File: config.mk
export PLATFORM = sky130hd
export DESIGN_NAME = btcce_exec
export DESIGN_NICKNAME = d
export VERILOG_FILES = /design/src/btcce_pkg.sv /design/src/btcce_result_unit.sv /design/src/btcce_exec.sv
export SDC_FILE = /design/constraint.sdc
export NUM_CORES = 1
export LEC_CHECK = 0
export BUFFER_PORTS_ARGS = -buffer_cell sky130_fd_sc_hd__buf_2
export CORE_MARGIN = 5
export CORE_UTILIZATION = 29
export CTS_BUF_LIST = sky130_fd_sc_hd__clkbuf_4
export DETAILED_ROUTE_END_ITERATION = 8
export PLACE_DENSITY = 0.61
export SLEW_MARGIN = 30
export SYNTH_ARGS = -nofsm -noshare
export SYNTH_HDL_FRONTEND = slang
export SYNTH_SLANG_ARGS = --single-unit
File: constraint.sdc
create_clock -name clk -period 1.75 [get_ports clk]
set_input_delay 0.35 -clock clk [delete_from_list [all_inputs] [get_ports clk]]
set_output_delay 0.35 -clock clk [all_outputs]
set_load 0.005 [all_outputs]
File: src/btcce_pkg.sv
package btcce_pkg;
  // Operation codes handed over by the decoder, one-hot so that a stray code is easy to spot.
  typedef enum logic [6:0] {
    BTCCE_OP_NONE = 7'h00,
    BTCCE_OP_BIT_TEST_SKIP_IF_CLEAR = 7'h01,
    BTCCE_OP_BIT_TEST_SKIP_IF_SET = 7'h02,
    BTCCE_OP_INDIRECT_CALL_VIA_ACCUMULATOR = 7'h04,
    BTCCE_OP_CLEAR_ACCUMULATOR = 7'h08,
    BTCCE_OP_CLEAR_FILE_REGISTER = 7'h10,
    BTCCE_OP_COMPLEMENT_REGISTER = 7'h20
  } btcce_op_t;

  // Execution states.
  typedef enum logic [2:0] {
    BTCCE_ST_EXEC = 3'h1,
    BTCCE_ST_SKIP = 3'h2,
    BTCCE_ST_CALL2 = 3'h4
  } btcce_state_t;

  localparam int BTCCE_DATA_W = 8;
  localparam int BTCCE_PC_W = 11;
  localparam int BTCCE_ADDR_W = 7;
  localparam int BTCCE_SP_W = 3;
  localparam int BTCCE_PC_HI_LSB = 8;
  localparam int BTCCE_PC_HI_MSB = 10;
  localparam int BTCCE_TABLE_HIGH_POINTER_USED_MSB = 2;
  localparam logic [7:0] BTCCE_ZERO_BYTE = 8'h00;
  localparam logic [10:0] BTCCE_PC_STEP = 11'h001;
  localparam logic [2:0] BTCCE_SP_STEP = 3'h1;
  localparam logic [2:0] BTCCE_SP_RESET = 3'h0;
  localparam logic [10:0] BTCCE_PC_RESET = 11'h000;
  localparam logic BTCCE_DEST_ACC = 1'b0;
endpackage

File: src/btcce_result_unit.sv
`timescale 1ns/1ps
`default_nettype none
// Combinational data path: bit select, complement and zero detect.
module btcce_result_unit (
  // Operands.
  input wire logic [7:0] reg_value,
  input wire logic [2:0] bit_sel,
  // Results.
  output logic sel_bit,
  output logic [7:0] comp_value,
  output logic comp_zero
);
  // Selected bit and inverted operand.
  always_comb begin
    sel_bit = reg_value[bit_sel];
    comp_value = ~reg_value;
    comp_zero = (comp_value == btcce_pkg::BTCCE_ZERO_BYTE);
  end
endmodule
`default_nettype wire

File: src/btcce_exec.sv
`timescale 1ns/1ps
`default_nettype none
module btcce_exec (
  // Clock and reset.
  input wire logic clk,
  input wire logic rst,
  // Decoded instruction from the fetch stage.
  input wire logic instr_valid,
  input wire btcce_pkg::btcce_op_t instr_op,
  input wire logic [6:0] instr_addr,
  input wire logic [2:0] instr_bit,
  input wire logic instr_dest,
  input wire logic [10:0] instr_pc,
  // Core state read by this block.
  input wire logic [7:0] file_rdata,
  input wire logic [7:0] acc_value,
  input wire logic [7:0] table_high_pointer,
  // Fetch control.
  output logic busy,
  output logic discard_fetched,
  // File register write port.
  output logic [6:0] file_addr,
  output logic file_we,
  output logic [7:0] file_wdata,
  // Accumulator and zero flag.
  output logic acc_we,
  output logic [7:0] acc_wdata,
  output logic zero_we,
  output logic zero_wdata,
  // Program counter load.
  output logic pc_load,
  output logic [10:0] pc_target,
  // Return stack push.
  output logic stack_push,
  output logic [2:0] stack_ptr,
  output logic [10:0] stack_wdata
);
  // All registered state of the block.
  typedef struct packed {
    btcce_pkg::btcce_state_t state;
    logic file_we;
    logic [7:0] file_wdata;
    logic acc_we;
    logic [7:0] acc_wdata;
    logic zero_we;
    logic zero_wdata;
    logic pc_load;
    logic [10:0] pc_target;
    logic stack_push;
    logic [2:0] stack_ptr;
    logic [10:0] stack_wdata;
  } btcce_regs_t;

  // Reset image: executor ready, no strobe pending, stack pointer at its first entry.
  localparam btcce_regs_t BTCCE_REGS_RESET = '{
    state: btcce_pkg::BTCCE_ST_EXEC,
    file_we: 1'h0,
    file_wdata: btcce_pkg::BTCCE_ZERO_BYTE,
    acc_we: 1'h0,
    acc_wdata: btcce_pkg::BTCCE_ZERO_BYTE,
    zero_we: 1'h0,
    zero_wdata: 1'h0,
    pc_load: 1'h0,
    pc_target: btcce_pkg::BTCCE_PC_RESET,
    stack_push: 1'h0,
    stack_ptr: btcce_pkg::BTCCE_SP_RESET,
    stack_wdata: btcce_pkg::BTCCE_PC_RESET
  };

  // Every write strobe is a one-cycle pulse, while the data fields keep their last value.
  function automatic btcce_regs_t drop_strobes(input btcce_regs_t s);
    btcce_regs_t r;
    r = s;
    r.file_we = 1'h0;
    r.acc_we = 1'h0;
    r.zero_we = 1'h0;
    r.pc_load = 1'h0;
    r.stack_push = 1'h0;
    return r;
  endfunction

  // Skip decision shared by both bit tests; any other op code never skips.
  function automatic logic skip_wanted(input btcce_pkg::btcce_op_t op, input logic bit_value);
    logic want;
    want = 1'h0;
    // The two tests differ only in which bit value turns the next instruction into a NOP.
    if (op == btcce_pkg::BTCCE_OP_BIT_TEST_SKIP_IF_CLEAR) begin
      want = !bit_value;
    end else if (op == btcce_pkg::BTCCE_OP_BIT_TEST_SKIP_IF_SET) begin
      want = bit_value;
    end
    return want;
  endfunction

  btcce_regs_t st_reg;
  btcce_regs_t st_next;
  logic sel_bit;
  logic [7:0] comp_value;
  logic comp_zero;

  btcce_result_unit u_result (
    .reg_value(file_rdata),
    .bit_sel(instr_bit),
    .sel_bit(sel_bit),
    .comp_value(comp_value),
    .comp_zero(comp_zero)
  );

  // The address is combinational so the register file can return data in the same cycle.
  // Limitation: the write strobes come one cycle after the read, so the fetch stage must
  // hold the address through that cycle for the write to land in the same register.
  // Registering the address instead would cost a cycle on every read-modify-write op.
  assign file_addr = instr_addr;
  // A new instruction is only accepted in the execute state; others are stalled by fetch.
  assign busy = (st_reg.state != btcce_pkg::BTCCE_ST_EXEC);
  assign discard_fetched = (st_reg.state == btcce_pkg::BTCCE_ST_SKIP);
  assign file_we = st_reg.file_we;
  assign file_wdata = st_reg.file_wdata;
  assign acc_we = st_reg.acc_we;
  assign acc_wdata = st_reg.acc_wdata;
  assign zero_we = st_reg.zero_we;
  assign zero_wdata = st_reg.zero_wdata;
  assign pc_load = st_reg.pc_load;
  assign pc_target = st_reg.pc_target;
  assign stack_push = st_reg.stack_push;
  assign stack_ptr = st_reg.stack_ptr;
  assign stack_wdata = st_reg.stack_wdata;

  // Next-state logic; write strobes are single-cycle pulses, data holds until replaced.
  always_comb begin
    st_next = drop_strobes(st_reg);
    unique case (st_reg.state)
      btcce_pkg::BTCCE_ST_EXEC: begin
        if (instr_valid) begin
          unique case (instr_op)
            btcce_pkg::BTCCE_OP_BIT_TEST_SKIP_IF_CLEAR: begin
              // Flags are not touched by the tests.
              if (skip_wanted(instr_op, sel_bit)) begin
                st_next.state = btcce_pkg::BTCCE_ST_SKIP;
              end
            end
            btcce_pkg::BTCCE_OP_BIT_TEST_SKIP_IF_SET: begin
              if (skip_wanted(instr_op, sel_bit)) begin
                st_next.state = btcce_pkg::BTCCE_ST_SKIP;
              end
            end
            btcce_pkg::BTCCE_OP_INDIRECT_CALL_VIA_ACCUMULATOR: begin
              st_next.stack_push = 1'b1;
              st_next.stack_wdata = instr_pc + btcce_pkg::BTCCE_PC_STEP;
              st_next.pc_target = {table_high_pointer[btcce_pkg::BTCCE_TABLE_HIGH_POINTER_USED_MSB:0],
                                   acc_value};
              st_next.state = btcce_pkg::BTCCE_ST_CALL2;
            end
            btcce_pkg::BTCCE_OP_CLEAR_ACCUMULATOR: begin
              st_next.acc_we = 1'b1;
              st_next.acc_wdata = btcce_pkg::BTCCE_ZERO_BYTE;
              st_next.zero_we = 1'b1;
              st_next.zero_wdata = 1'b1;
            end
            btcce_pkg::BTCCE_OP_CLEAR_FILE_REGISTER: begin
              st_next.file_we = 1'b1;
              st_next.file_wdata = btcce_pkg::BTCCE_ZERO_BYTE;
              st_next.zero_we = 1'b1;
              st_next.zero_wdata = 1'b1;
            end
            btcce_pkg::BTCCE_OP_COMPLEMENT_REGISTER: begin
              if (instr_dest == btcce_pkg::BTCCE_DEST_ACC) begin
                st_next.acc_we = 1'b1;
                st_next.acc_wdata = comp_value;
              end else begin
                st_next.file_we = 1'b1;
                st_next.file_wdata = comp_value;
              end
              st_next.zero_we = 1'b1;
              st_next.zero_wdata = comp_zero;
            end
            default: begin
              // Opcodes outside this group are executed elsewhere in the core.
            end
          endcase
        end
      end
      btcce_pkg::BTCCE_ST_SKIP: begin
        // The discarded instruction occupies this cycle as a NOP.
        st_next.state = btcce_pkg::BTCCE_ST_EXEC;
      end
      btcce_pkg::BTCCE_ST_CALL2: begin
        // Second call cycle: jump, and the pointer moves past the pushed entry.
        st_next.pc_load = 1'b1;
        st_next.stack_ptr = st_reg.stack_ptr + btcce_pkg::BTCCE_SP_STEP;
        st_next.state = btcce_pkg::BTCCE_ST_EXEC;
      end
      default: begin
        // An illegal state code recovers to execute.
        st_next.state = btcce_pkg::BTCCE_ST_EXEC;
      end
    endcase
  end

  // State register.
  always_ff @(posedge clk or posedge rst) begin
    if (rst) begin
      st_reg <= BTCCE_REGS_RESET;
    end else begin
      st_reg <= st_next;
    end
  end
endmodule
`default_nettype wire

Word-level counts from Yosys, hierarchy flattened:

Cells that the tools add are included.

* register bits after elaboration: 50
* bits in latches: 0
* memory bits (writable): 0
* ROM bits: 0
* input port bits: 56
* memories kept: 0

* add/sub/neg operators: 2
* multipliers: 0
* divide/modulo/power cells: 0
* order comparisons: 1
* equality and inequality tests: 16
* shift operators: 0
* mux-type cells: 24
* bitwise operators: 1
* reductions and logical operators: 11

Operators by type and width (count)
* $pmux W9 S2: 2
* $mux W23: 1
* $mux W20: 1
* $mux W9: 2
* $mux W1: 12
* $reduce_and A4 Y1: 3
* $add A11 B1 Y11 const B: 1
* $mux W3: 3
* $pmux W3 S3: 1
* $logic_not A8 Y1: 1
* $not A8 Y8: 1
* $eq A7 B1 Y1 const B: 1
* $eq A7 B2 Y1 const B: 1
* $eq A7 B3 Y1 const B: 1
* $eq A7 B4 Y1 const B: 1
* $eq A7 B5 Y1 const B: 1
* $eq A7 B6 Y1 const B: 1
* $ne A2 B2 Y1 const B: 3
* $ne A3 B2 Y1 const B: 2
* $reduce_and A3 Y1: 2
* $reduce_bool A2 Y1: 3
* $lt A3 B4 Y1 const B: 1
* $ne A4 B3 Y1 const B: 1
* $pmux W2 S2: 1
* 8 further kinds: 8

Depth between registers and ports, before layout:

Gate-level depths: netlist of the first run.

* depth after elaboration: 11
* depth in mapped cells: 5
* mapped depth without buffers: 5

By module:

Synthesis of the first run repeated with hierarchy kept, for this count alone.

* cell total of the unflattened synthesis: 253
* area, all modules: 2580.0 µm²

Modules (own cells, without submodules)
* btcce_exec: instances 1, cells each 239, area an instance 2469.9 µm², seq. area each 1252.5 µm²
* btcce_result_unit: instances 1, cells each 14, area an instance 110.1 µm², seq. area each 0.0 µm²

Least setup slack after synthesis of the first run:

No wires, ideal clock.

* path kind: flip-flop to flip-flop
* start: reg st_reg[47] (netlist name)
* end: reg st_reg, in the netlist file_wdata[0]
* setup time: 0.078 ns
* data arrival time: 1.616 ns
* slack: 0.056 ns
* stages on the path, launching flop included: 6
* buffers on the path: 1
* cell sequence: dfstp_2 > nor3b_4 > nand3_2 > or4_1 > buf_2 > o2bb2ai_1

* longest elaborated chain between the ends: 2

RTL lines
* start: declaration: line btcce_exec.sv:95 `btcce_regs_t st_reg;`
* start signal: assignment: line btcce_exec.sv:205 `st_reg <= st_next;`
* $eq A3 B1 Y1: line btcce_exec.sv:132 `unique case (st_reg.state)`
* $reduce_and A4 Y1 (no source line)

Every way passes these cells.
A chain may end at the register's enable or synchronous reset.

Final worst setup path of the first run:

* start: reg st_reg[47] (netlist name)
* end: reg st_reg, in the netlist acc_wdata[5]

The elaborated chain is that of the path after synthesis.

==> results of run 1 <==
## repair_timing
action / in CTS / in global routing
setup endpoints to repair: 17 / 32
hold buffers: 1 / 0
hold endpoints to repair: 17 / 0
pin swaps: 0 / 1
gates resized for setup: 4 / 5
buffers inserted: 1 / 0
## power by group through the flow
| stage | registers, mW | clock network (mW) | logic [mW] |
|---|---|---|---|
| global placement | 1.27 | 0 | 0.309 |
| CTS | 1.26 | 0.727 | 0.318 |
| finish | 1.25 | 0.687 | 0.312 |
| global route | 1.26 | 0.784 | 0.352 |
| floorplan | 1.27 | 0 | 0.221 |
| detailed placement | 1.28 | 0 | 0.315 |
## critical path: cells and delay by family, from the launching register on
family	cells	cell delay (ns)
simple gates	3	0.95
flops	1	0.56
compound gates	1	0.19
## cell usage after synthesis
library cell   n
dfrtp_1       49
buf_4         48
o2bb2ai_1     16
nand2_1       15
mux2_2        14
o21ai_0       10
inv_1          9
xnor2_1        8
nor3_1         6
nand3_1        5
clkbuf_1       4
nor2_1         4
buf_2          3
mux2i_1        3
nor2b_1        3
nor3b_1        3
or4_1          3
xor2_1         3
ha_1           2
mux4_2         2
nand4_1        2
o21a_1         2
or3_1          2
a2111oi_0      1
dfstp_2        1
nand2b_1       1
nand3_2        1
nand4_2        1
nor3b_4        1
nor4_1         1
o31a_1         1
## final timing paths
kind	from	endpoint	slack, ns	cells past startpoint
min in group asynchronous	rst	acc_wdata[5]	0.51	3
worst max-delay path	st_reg[47]	acc_wdata[5]	0.01	4
worst max register to register	st_reg[47]	acc_wdata[5]	0.01	4
worst min register to register	stack_ptr[2]	stack_ptr[2]	0.48	1
max in group asynchronous	rst	acc_we	0.72	4
worst min-delay path	file_rdata[2]	file_wdata[2]	0.17	2
## through the flow
stage	total power, mW	hold WS (ns)	cell area, µm²	util
3_5_place_dp	1.59	0.404	2840	0.331
4_1_cts	2.30	0.150	2960	0.344
3_3_place_gp	1.58	0.405	2840	0.331
5_1_grt	2.40	0.147	2980	0.347
6_report	2.25	0.173	2980	0.347
2_1_floorplan	1.49	0.423	2520	-
## cell families after synthesis
logic type / Yosys count / synth area share
buffers and inverters: 64 / 0.168
AND/OR/NAND/NOR: 48 / 0.107
XOR/XNOR: 11 / 0.0382
adder cells (fa/ha/maj): 2 / 0.00992
multiplexers: 19 / 0.0923
AO/OA/AOI/OAI: 30 / 0.0883
flip-flops: 50 / 0.497
## area by class of cell
cell class                      instances  area (µm²)  area share
Inverter                                9        33.8      0.0113
Sequential cell                        50        1250       0.420
Tap cell                              108         135      0.0453
Multi-Input combinational cell        110         881       0.295
Clock buffer                            5        37.5      0.0126
Clock inverter                          3        45.0      0.0151
Timing Repair Buffer                  106         599       0.201
## routing by layer
layer  share of wire  vias to the layer above  GRT usage  wire length [µm]
li1                -                      836          -                 -
met1            0.43                      827      0.132              2380
met2            0.48                       67      0.171              2610
met3           0.079                        7     0.0322               431
met4           0.010                        0     0.0269                55
met5               0                        -          0                 0
==> summary.md, run 1 <==
| Metric | Value |
|---|---|
| Root buffer cell | clkbuf_4 |
| Total CTS buffers | 5 |
| Sequential Power Share | 0.557 |
| Synth-to-layout area growth | 18.3% |
| Area of the core | 8590 µm² |
| Clk sinks | 50 |
| Starting Density | 0.294 |
| Register bit count reported by yosys | 50 |
| Final Hold Vio Count | 0 |
| Commonest cells after routing, fill and taps aside | 91 x buf_2, 49 x dfrtp_1, 15 x nand2_1, 14 x o2bb2ai_1, 14 x mux2_2 |
| CP endpoint kind | register |
| Post-Syn Instances | ~220 |
| Final Max Tran Viols | 0 |
| F_max | between 500 and 600 MHz |
| Max-cap check violation count | 0 |
| CP max FO | 8 |
| Slew HR | 0.660 |
| Gate power share | 0.138 |
| Maximum vdd drop | 0.309 mV |
| Crit start category | register |
| Power per cell area | 755 nW/µm² |
| Syn Nets | 282 |
| Final setup fails | 0 |
| Finished Layout Cells | 391 |
| Register area share after synthesis | 0.497 |
| Clock buffer depth | 2 |
| H-Tree Depth | 2 |
| Worst min path class | primary input to register |
| DRC viols | 0 |
| Post-synth top area share | 0.486 |
| Internal power | 1.69 mW |
| Leak Pwr | around 1.6 nW |
| Largest net degree at the start of global routing | 36 |
| Initial DRC count | 29 |
| Via density | 4.44 |
| Final #Nets | 340 |
| Layout cells sized above 1 | 0.495 |
| DRT Pass-1 Iters | 4 |
| Max stage delay on crit path | 0.60 ns |
| Final setup TNS | 0 ns |
| HPWL Detailed | 4.29 mm |
| Synth area leaders | dfrtp_1 49%, buf_4 14%, mux2_2 6.3%, o2bb2ai_1 5.6%, xnor2_1 2.8% |
| CTS tree | yes |
| Ant. Diodes | 0 |
| Crit path time final | 1.74 ns |
| Via Count | 1,737 |
| Clock skew | approximately 0.014 ns |
| Filler cells | around 890 |
| Worst-Skew Late Latency | 0.37 ns |
| IO Pins | between 100 and 150 |
| Top cell type by total area after synthesis | dfrtp_1 |
| Vias in the first global route | 1,801 |
| Fin crit share | 0.992 |
| Crit-path cells | nor3b_4, nand3_2, or4_4, o2bb2ai_1 |
| CP Class | register to register |
| Placed cell count | roughly 380 |
| RSZ-0062 raised after global routing | yes |
| Wirelength, routed | approximately 5.5 mm |
| Post-place setup slack | -0.0981 ns |
| GP Congestion | 0.755 |
| First-pass GRT wire length | between 8 and 9 mm |
| Total track usage | 0.104 |
| Clk pin slew, worst setup/hold paths | approximately 0.16 ns |
| Yosys cell types | 31 |
| Clock share of power | 0.305 |
| Final worst slack | 0.0137 ns |
| ANT nets after route | 0 |
| Initial antenna violation count | 0 |
| WL/cell | 14.0 µm |
| I/O Buffers | 92 |
| Die area | 10,700 µm² |
| Slew @ Worst Pin | around 0.5 ns |
| Most common cell after layout, fill and taps aside | buf_2 |
| Total gr overflow | 0 |
| Die width | 103 µm |
| Worst Path Required | 2.06 ns |
| Crit-path slowest cell | or4_4 |
| CP arrival | 2.04 ns |
| Sw Pwr | between 0.5 and 0.6 mW |
| Syn Std Cell Area | 2520 µm² |
| Outcome | finished clean |
| Rows | 34 |
| Die Y | between 100 and 150 µm |
| Synth Warn # | 0 |
| Switching Share | 0.251 |
| Syn_area_per_cell | 11.3 µm² |
Power figures use the tool's default switching activity.
==> inputs of run 2 (changes only) <==
CORE_MARGIN = default   (was 5)
SETUP_SLACK_MARGIN = 0.02   (was default)
==> summary.md, run 2 (synthesized netlist as in run 1, its figures left out) <==
| Metric | Value |
|---|---|
| CTS tree | yes |
| Multi-input gate area | 1060 µm² (+20%) |
| Area of the core | 8300 µm² (-3.4%) |
| Most common cell after layout, fill and taps aside | buf_2 |
| Met2 Resource Use GR | 0.202 (+0.0312) |
| H-Tree Depth | 2 (unchanged) |
| Maximum vdd drop | 0.278 mV (-10%) |
| Via density | 4.44 (about the same) |
| Rows | 33 (-2.9%) |
| Total track usage | 0.120 (+0.0164) |
| R2r setup slk | -0.08 ns (-0.10 ns) |
| DRT Pass-1 Iters | 4 (unchanged) |
| Total gr overflow | 0 (unchanged) |
| Vias in the first global route | 1,723 (-4.3%) |
| Finished Layout Cells | 392 (+0.26%) |
| Slew @ Worst Pin | 0.549 ns (+0.0395 ns) |
| DRC viols | 0 (unchanged) |
| Crit start category | register |
| Clock buffer depth | 2 (unchanged) |
| Clk sinks | 50 (unchanged) |
| Layout Utilization | 0.381 (+0.0334) |
| CP endpoint kind | register |
| Power per cell area | 668 nW/µm² (-12%) |
| WHS | 0.199 ns (+0.0268 ns) |
| Final #Nets | 344 (+1.2%) |
| Ant. Diodes | 0 (unchanged) |
| Met1 Track Usage GR | 0.150 (+0.0181) |
| Filler cells | 841 (-5.8%) |
| Root buffer cell | clkbuf_4 |
| Max-cap check violation count | 0 (unchanged) |
| Initial antenna violation count | 0 (unchanged) |
| Hold Path Origin | file_rdata[4] |
| Largest net degree at the start of global routing | 36 (unchanged) |
| Slew HR | 0.633 (-0.0264) |
| CP Class | register to register |
| Fin crit share | 1.05 (+0.0556) |
| WL/cell | 13.6 µm (-3.2%) |
| Outcome | complete, but fails checks |
| Final worst slack | -0.0836 ns (-0.0972 ns) |
| HPWL Detailed | 3.96 mm (-7.7%) |
| RSZ-0062 raised after global routing | yes |
| Crit. Startpoint | st_reg[47] |
| Die width | 95.3 µm (-7.7%) |
| Die area | 9080 µm² (-15%) |
| Synth-to-layout area growth | 25.2% |
| Post-place setup slack | -0.186 ns (-0.0876 ns) |
| Crit Reg-Reg Startpoint | st_reg[47] |
| Crit path time final | 1.83 ns (+0.0972 ns) |
| Global-route met3 utilization | 0.0271 (-0.00508) |
| ANT nets after route | 0 (unchanged) |
| IO Pins | 112 (unchanged) |
| Clk pin slew, worst setup/hold paths | 0.15 ns (about the same) |
| Layout cells sized above 1 | 0.554 (+0.0593) |
| Wirelength, routed | 5.31 mm (-3.0%) |
| CP max FO | 8 (unchanged) |
| Leak Pwr | 1.64 nW (+4.3%) |
| Final setup fails | 17 (+17) |
| Commonest cells after routing, fill and taps aside | 92 x buf_2, 49 x dfrtp_1, 15 x nand2_1, 14 x mux2_2, 12 x buf_4 |
| Die Y | 95.3 µm (-7.7%) |
| Worst-Skew Late Latency | 0.36 ns (about the same) |
| Final Max Tran Viols | 0 (unchanged) |
| GP Congestion | 0.763 (+1.1%) |
| I/O Buffers | 92 (unchanged) |
| Starting Density | 0.304 (+0.0104) |
| Clock skew | 0.00580 ns (-0.00833 ns) |
| Busiest grt layer | met2 |
| Via Count | 1,742 (+0.29%) |
| First-pass GRT wire length | 8.31 mm (-5.7%) |
| Worst Path Required | 2.05 ns (about the same) |
| CP arrival | 2.14 ns (+0.10 ns) |
| Initial DRC count | 33 (+14%) |
| Register cell area after layout | 1250 µm² (unchanged) |
| Worst min path class | primary input to register |
| Violated checks | setup timing |
| Final Hold Vio Count | 0 (unchanged) |
| Placed cell count | 379 (-0.52%) |
| F_max | 545 MHz (-5.3%) |
| Total CTS buffers | 5 (unchanged) |
run 2: cell types whose count changed in the layout (fill, tap and decap cells not counted), sizes merged:
cell	change
buf	+3
bufinv	-1
clkinv	+2
clkinvlp	-1
or3	+1
run 2: worst max-delay path, cell delays in order, from the launching register on:
cell and delay (ns):
dfstp_2 0.56, nor3b_4 0.23, nand3_2 0.16, or4_4 0.52
buf_12 0.17, o2bb2ai_4 0.13
run 2: report_power, final:
| group | internal [mW] | leakage, nW | switching (mW) |
|---|---|---|---|
| clock network | 0.150 | 0.0286 | 0.364 |
| logic | 0.183 | 0.924 | 0.155 |
| registers | 1.22 | 0.683 | 0.0373 |
| total | 1.55 | 1.64 | 0.557 |
run 2: path summary, 6_finish.rpt:
path,endpoint,cells after the start
max,acc_wdata[3],5
min,acc_wdata[4],2
max reg2reg,acc_wdata[3],5
min reg2reg,stack_ptr[2],1
max in group asynchronous,zero_we,4
min in group asynchronous,acc_wdata[7],3
run 2: final cells by class:
type                    instances  share of cell area
repair buffers                109               0.200
inverters                       9              0.0107
flip-flops and latches         50               0.396
well taps                     105              0.0416
multi-input cells             111               0.334
clock buffers                   5              0.0119
clock inverters                 3             0.00515
run 2: per-layer routing:
metal	up-vias	wire, µm
met2	48	2680
met1	841	2310
met4	0	76
met5	-	0
met3	6	246
li1	847	-
run 2: timing repair:
action / CTS / global route
pin swaps: 11 / 5
hold buffers: 1 / 0
setup buffers: 2 / 1
gates resized for setup: 24 / 10
setup endpoints to repair: 18 / 19
hold endpoints to repair: 11 / 0
gates cloned: 0 / 1
run 2: metrics by stage:
| step | cell area [µm²] | power, mW | TNS [ns] |
|---|---|---|---|
| finish | 3160 | 2.11 | -0.879 |
| CTS | 3060 | 2.13 | -0.874 |
| detailed placement | 2850 | 1.58 | -2.23 |
| global route | 3160 | 2.23 | -2.05 |
| global placement | 2850 | 1.58 | -1.24 |
| floorplan | 2520 | 1.49 | 0 |
==> inputs of run 3 (changes only) <==
CAP_MARGIN = 20   (was default)
CORE_MARGIN = 2   (was default)
SLEW_MARGIN = default   (was 30)
==> summary.md, run 3 (synthesized netlist as in run 1, its figures left out) <==
| Metric | Value |
|---|---|
| CP Class | register to primary output |
| First-pass GRT wire length | 8.67 mm (+4.2%) |
| Max stage delay on crit path | 0.56 ns (about the same) |
| WL/cell | 12.7 µm (-6.0%) |
| Synth-to-layout area growth | 17.5% |
| Slew HR | 0.654 (+0.0209) |
| RSZ-0062 raised after global routing | yes |
| Area of the core | 8590 µm² (+3.5%) |
| Rows | 34 (+3.0%) |
| Total CTS buffers | 5 (unchanged) |
| Starting Density | 0.294 (-0.0104) |
| Outcome | finished clean |
| Final Hold Vio Count | 0 (unchanged) |
| Total gr overflow | 0 (unchanged) |
| Area post-placement | 2840 µm² (-0.40%) |
| Crit-path slowest cell | dfstp_2 |
| Levels on crit path | 4 (-1) |
| Final instance area | 2960 µm² (-6.2%) |
| Initial DRC count | 34 (+3.0%) |
| CP Buf/Inv Count | 3 (+2) |
| Max-cap check violation count | 0 (unchanged) |
| Power per cell area | 766 nW/µm² (+15%) |
| Maximum vdd drop | 0.314 mV (+13%) |
| Layout cells sized above 1 | 0.486 (-0.0682) |
| Via Count | 1,712 (-1.7%) |
| Total track usage | 0.110 (-0.00959) |
| Crit-path cells | nor3b_4, buf_6, inv_2, buf_2 |
| Die Y | 97.3 µm (+2.1%) |
| Clock buffer depth | 2 (unchanged) |
| Root buffer cell | clkbuf_4 |
| Wirelength, routed | 4.97 mm (-6.5%) |
| Top delay family on crit path | flip-flops |
| Vias in the first global route | 1,778 (+3.2%) |
| Final setup fails | 0 (-17) |
| WHS Path Cells | 2 (unchanged) |
| Die width | 97.3 µm (+2.1%) |
| HPWL Detailed | 3.83 mm (-3.2%) |
| CP endpoint kind | primary output |
| Initial antenna violation count | 0 (unchanged) |
| Leak Pwr | 1.57 nW (-3.8%) |
| Fin crit share | 0.991 (-0.0566) |
| Via density | 4.39 (-1.2%) |
| CTS tree | yes |
| ANT nets after route | 0 (unchanged) |
| Largest net degree at the start of global routing | 36 (unchanged) |
| Worst-Skew Late Latency | 0.38 ns (+0.02 ns) |
| Final Max Tran Viols | 0 (unchanged) |
| Die area | 9460 µm² (+4.2%) |
| Worst min path class | primary input to register |
| DRT Pass-1 Iters | 3 (-1) |
| WHS | 0.163 ns (-0.0369 ns) |
| Crit path time final | 1.73 ns (-0.0991 ns) |
| Crit start category | register |
| CP max FO | 2 (-6) |
| I/O Buffers | 92 (unchanged) |
| H-Tree Depth | 2 (unchanged) |
| Most common cell after layout, fill and taps aside | buf_2 |
| IO Pins | 112 (unchanged) |
| GP Congestion | 0.765 (+0.29%) |
| Clk pin slew, worst setup/hold paths | 0.17 ns (+0.02 ns) |
| R2R cell count | 4 (-1) |
| DRC viols | 0 (unchanged) |
| Final setup TNS | 0 ns (+0.879 ns) |
| Clk sinks | 50 (unchanged) |
| Slew @ Worst Pin | 0.506 ns (-0.0432 ns) |
| Clock skew | 0.0224 ns (+0.0166 ns) |
| CP arrival | 1.38 ns (-0.76 ns) |
| Ant. Diodes | 0 (unchanged) |
| Final #Nets | 339 (-1.5%) |
| Worst Path Required | 1.40 ns (-0.65 ns) |
| Commonest cells after routing, fill and taps aside | 92 x buf_2, 49 x dfrtp_1, 16 x o2bb2ai_1, 15 x nand2_1, 14 x mux2_2 |
| F_max | 577 MHz (+5.7%) |
[run 3: cell count changes in the layout (fill, tap and decap cells not counted), sizes merged]
cell	change
clkinv	-2
or3	-1
bufinv	+1
inv	+2
buf	-4
clkinvlp	-1
[run 3: per-layer routing]
layer | up-vias | global-route usage | share of wire
li1 | 836 | - | -
met1 | 807 | 0.145 | 0.45
met2 | 59 | 0.178 | 0.47
met3 | 10 | 0.0302 | 0.066
met4 | 0 | 0.0342 | 0.013
met5 | - | 0 | 0
[run 3: final cells by class]
type / instances / area, µm²
timing repair buffer: 105 / 589
fill: 904 / 5630
clock inverter: 3 / 47.5
multi-input combinational: 110 / 867
clock buffer: 5 / 37.5
inverter: 9 / 33.8
sequential: 50 / 1250
tap: 108 / 135
[run 3: power by group]
group / internal [mW] / total, mW / switching, mW
clock network: 0.312 / 0.711 / 0.399
logic: 0.164 / 0.306 / 0.142
registers: 1.22 / 1.25 / 0.0330
[run 3: worst paths after layout]
path	endpoint	from	slack [ns]
worst min register to register	stack_ptr[2]	stack_ptr[2]	0.48
worst max register to register	acc_wdata[1]	st_reg[47]	0.04
max in group asynchronous	st_reg[47]	rst	0.64
worst min-delay path	acc_wdata[0]	file_rdata[0]	0.16
min in group asynchronous	acc_wdata[3]	rst	0.51
worst max-delay path	busy	st_reg[47]	0.02
[run 3: stage by stage]
step / cells / power, mW / worst slack (ns) / util
finish: 390 / 2.27 / 0.0156 / 0.345
global route: 390 / 2.40 / -0.0853 / 0.345
floorplan: 224 / 1.49 / 0.0563 / -
CTS: 390 / 2.32 / -0.0214 / 0.343
detailed placement: 380 / 1.58 / -0.0344 / 0.330
global placement: 380 / 1.58 / -0.0234 / 0.330
[run 3: timing repair]
| item | in CTS | in global routing |
|---|---|---|
| hold endpoints to repair | 19 | 0 |
| hold buffers | 1 | 0 |
| resized for setup | 3 | 3 |
| cloned | 0 | 0 |
| buffers inserted | 1 | 0 |
| endpoints found under the setup margin | 17 | 31 |
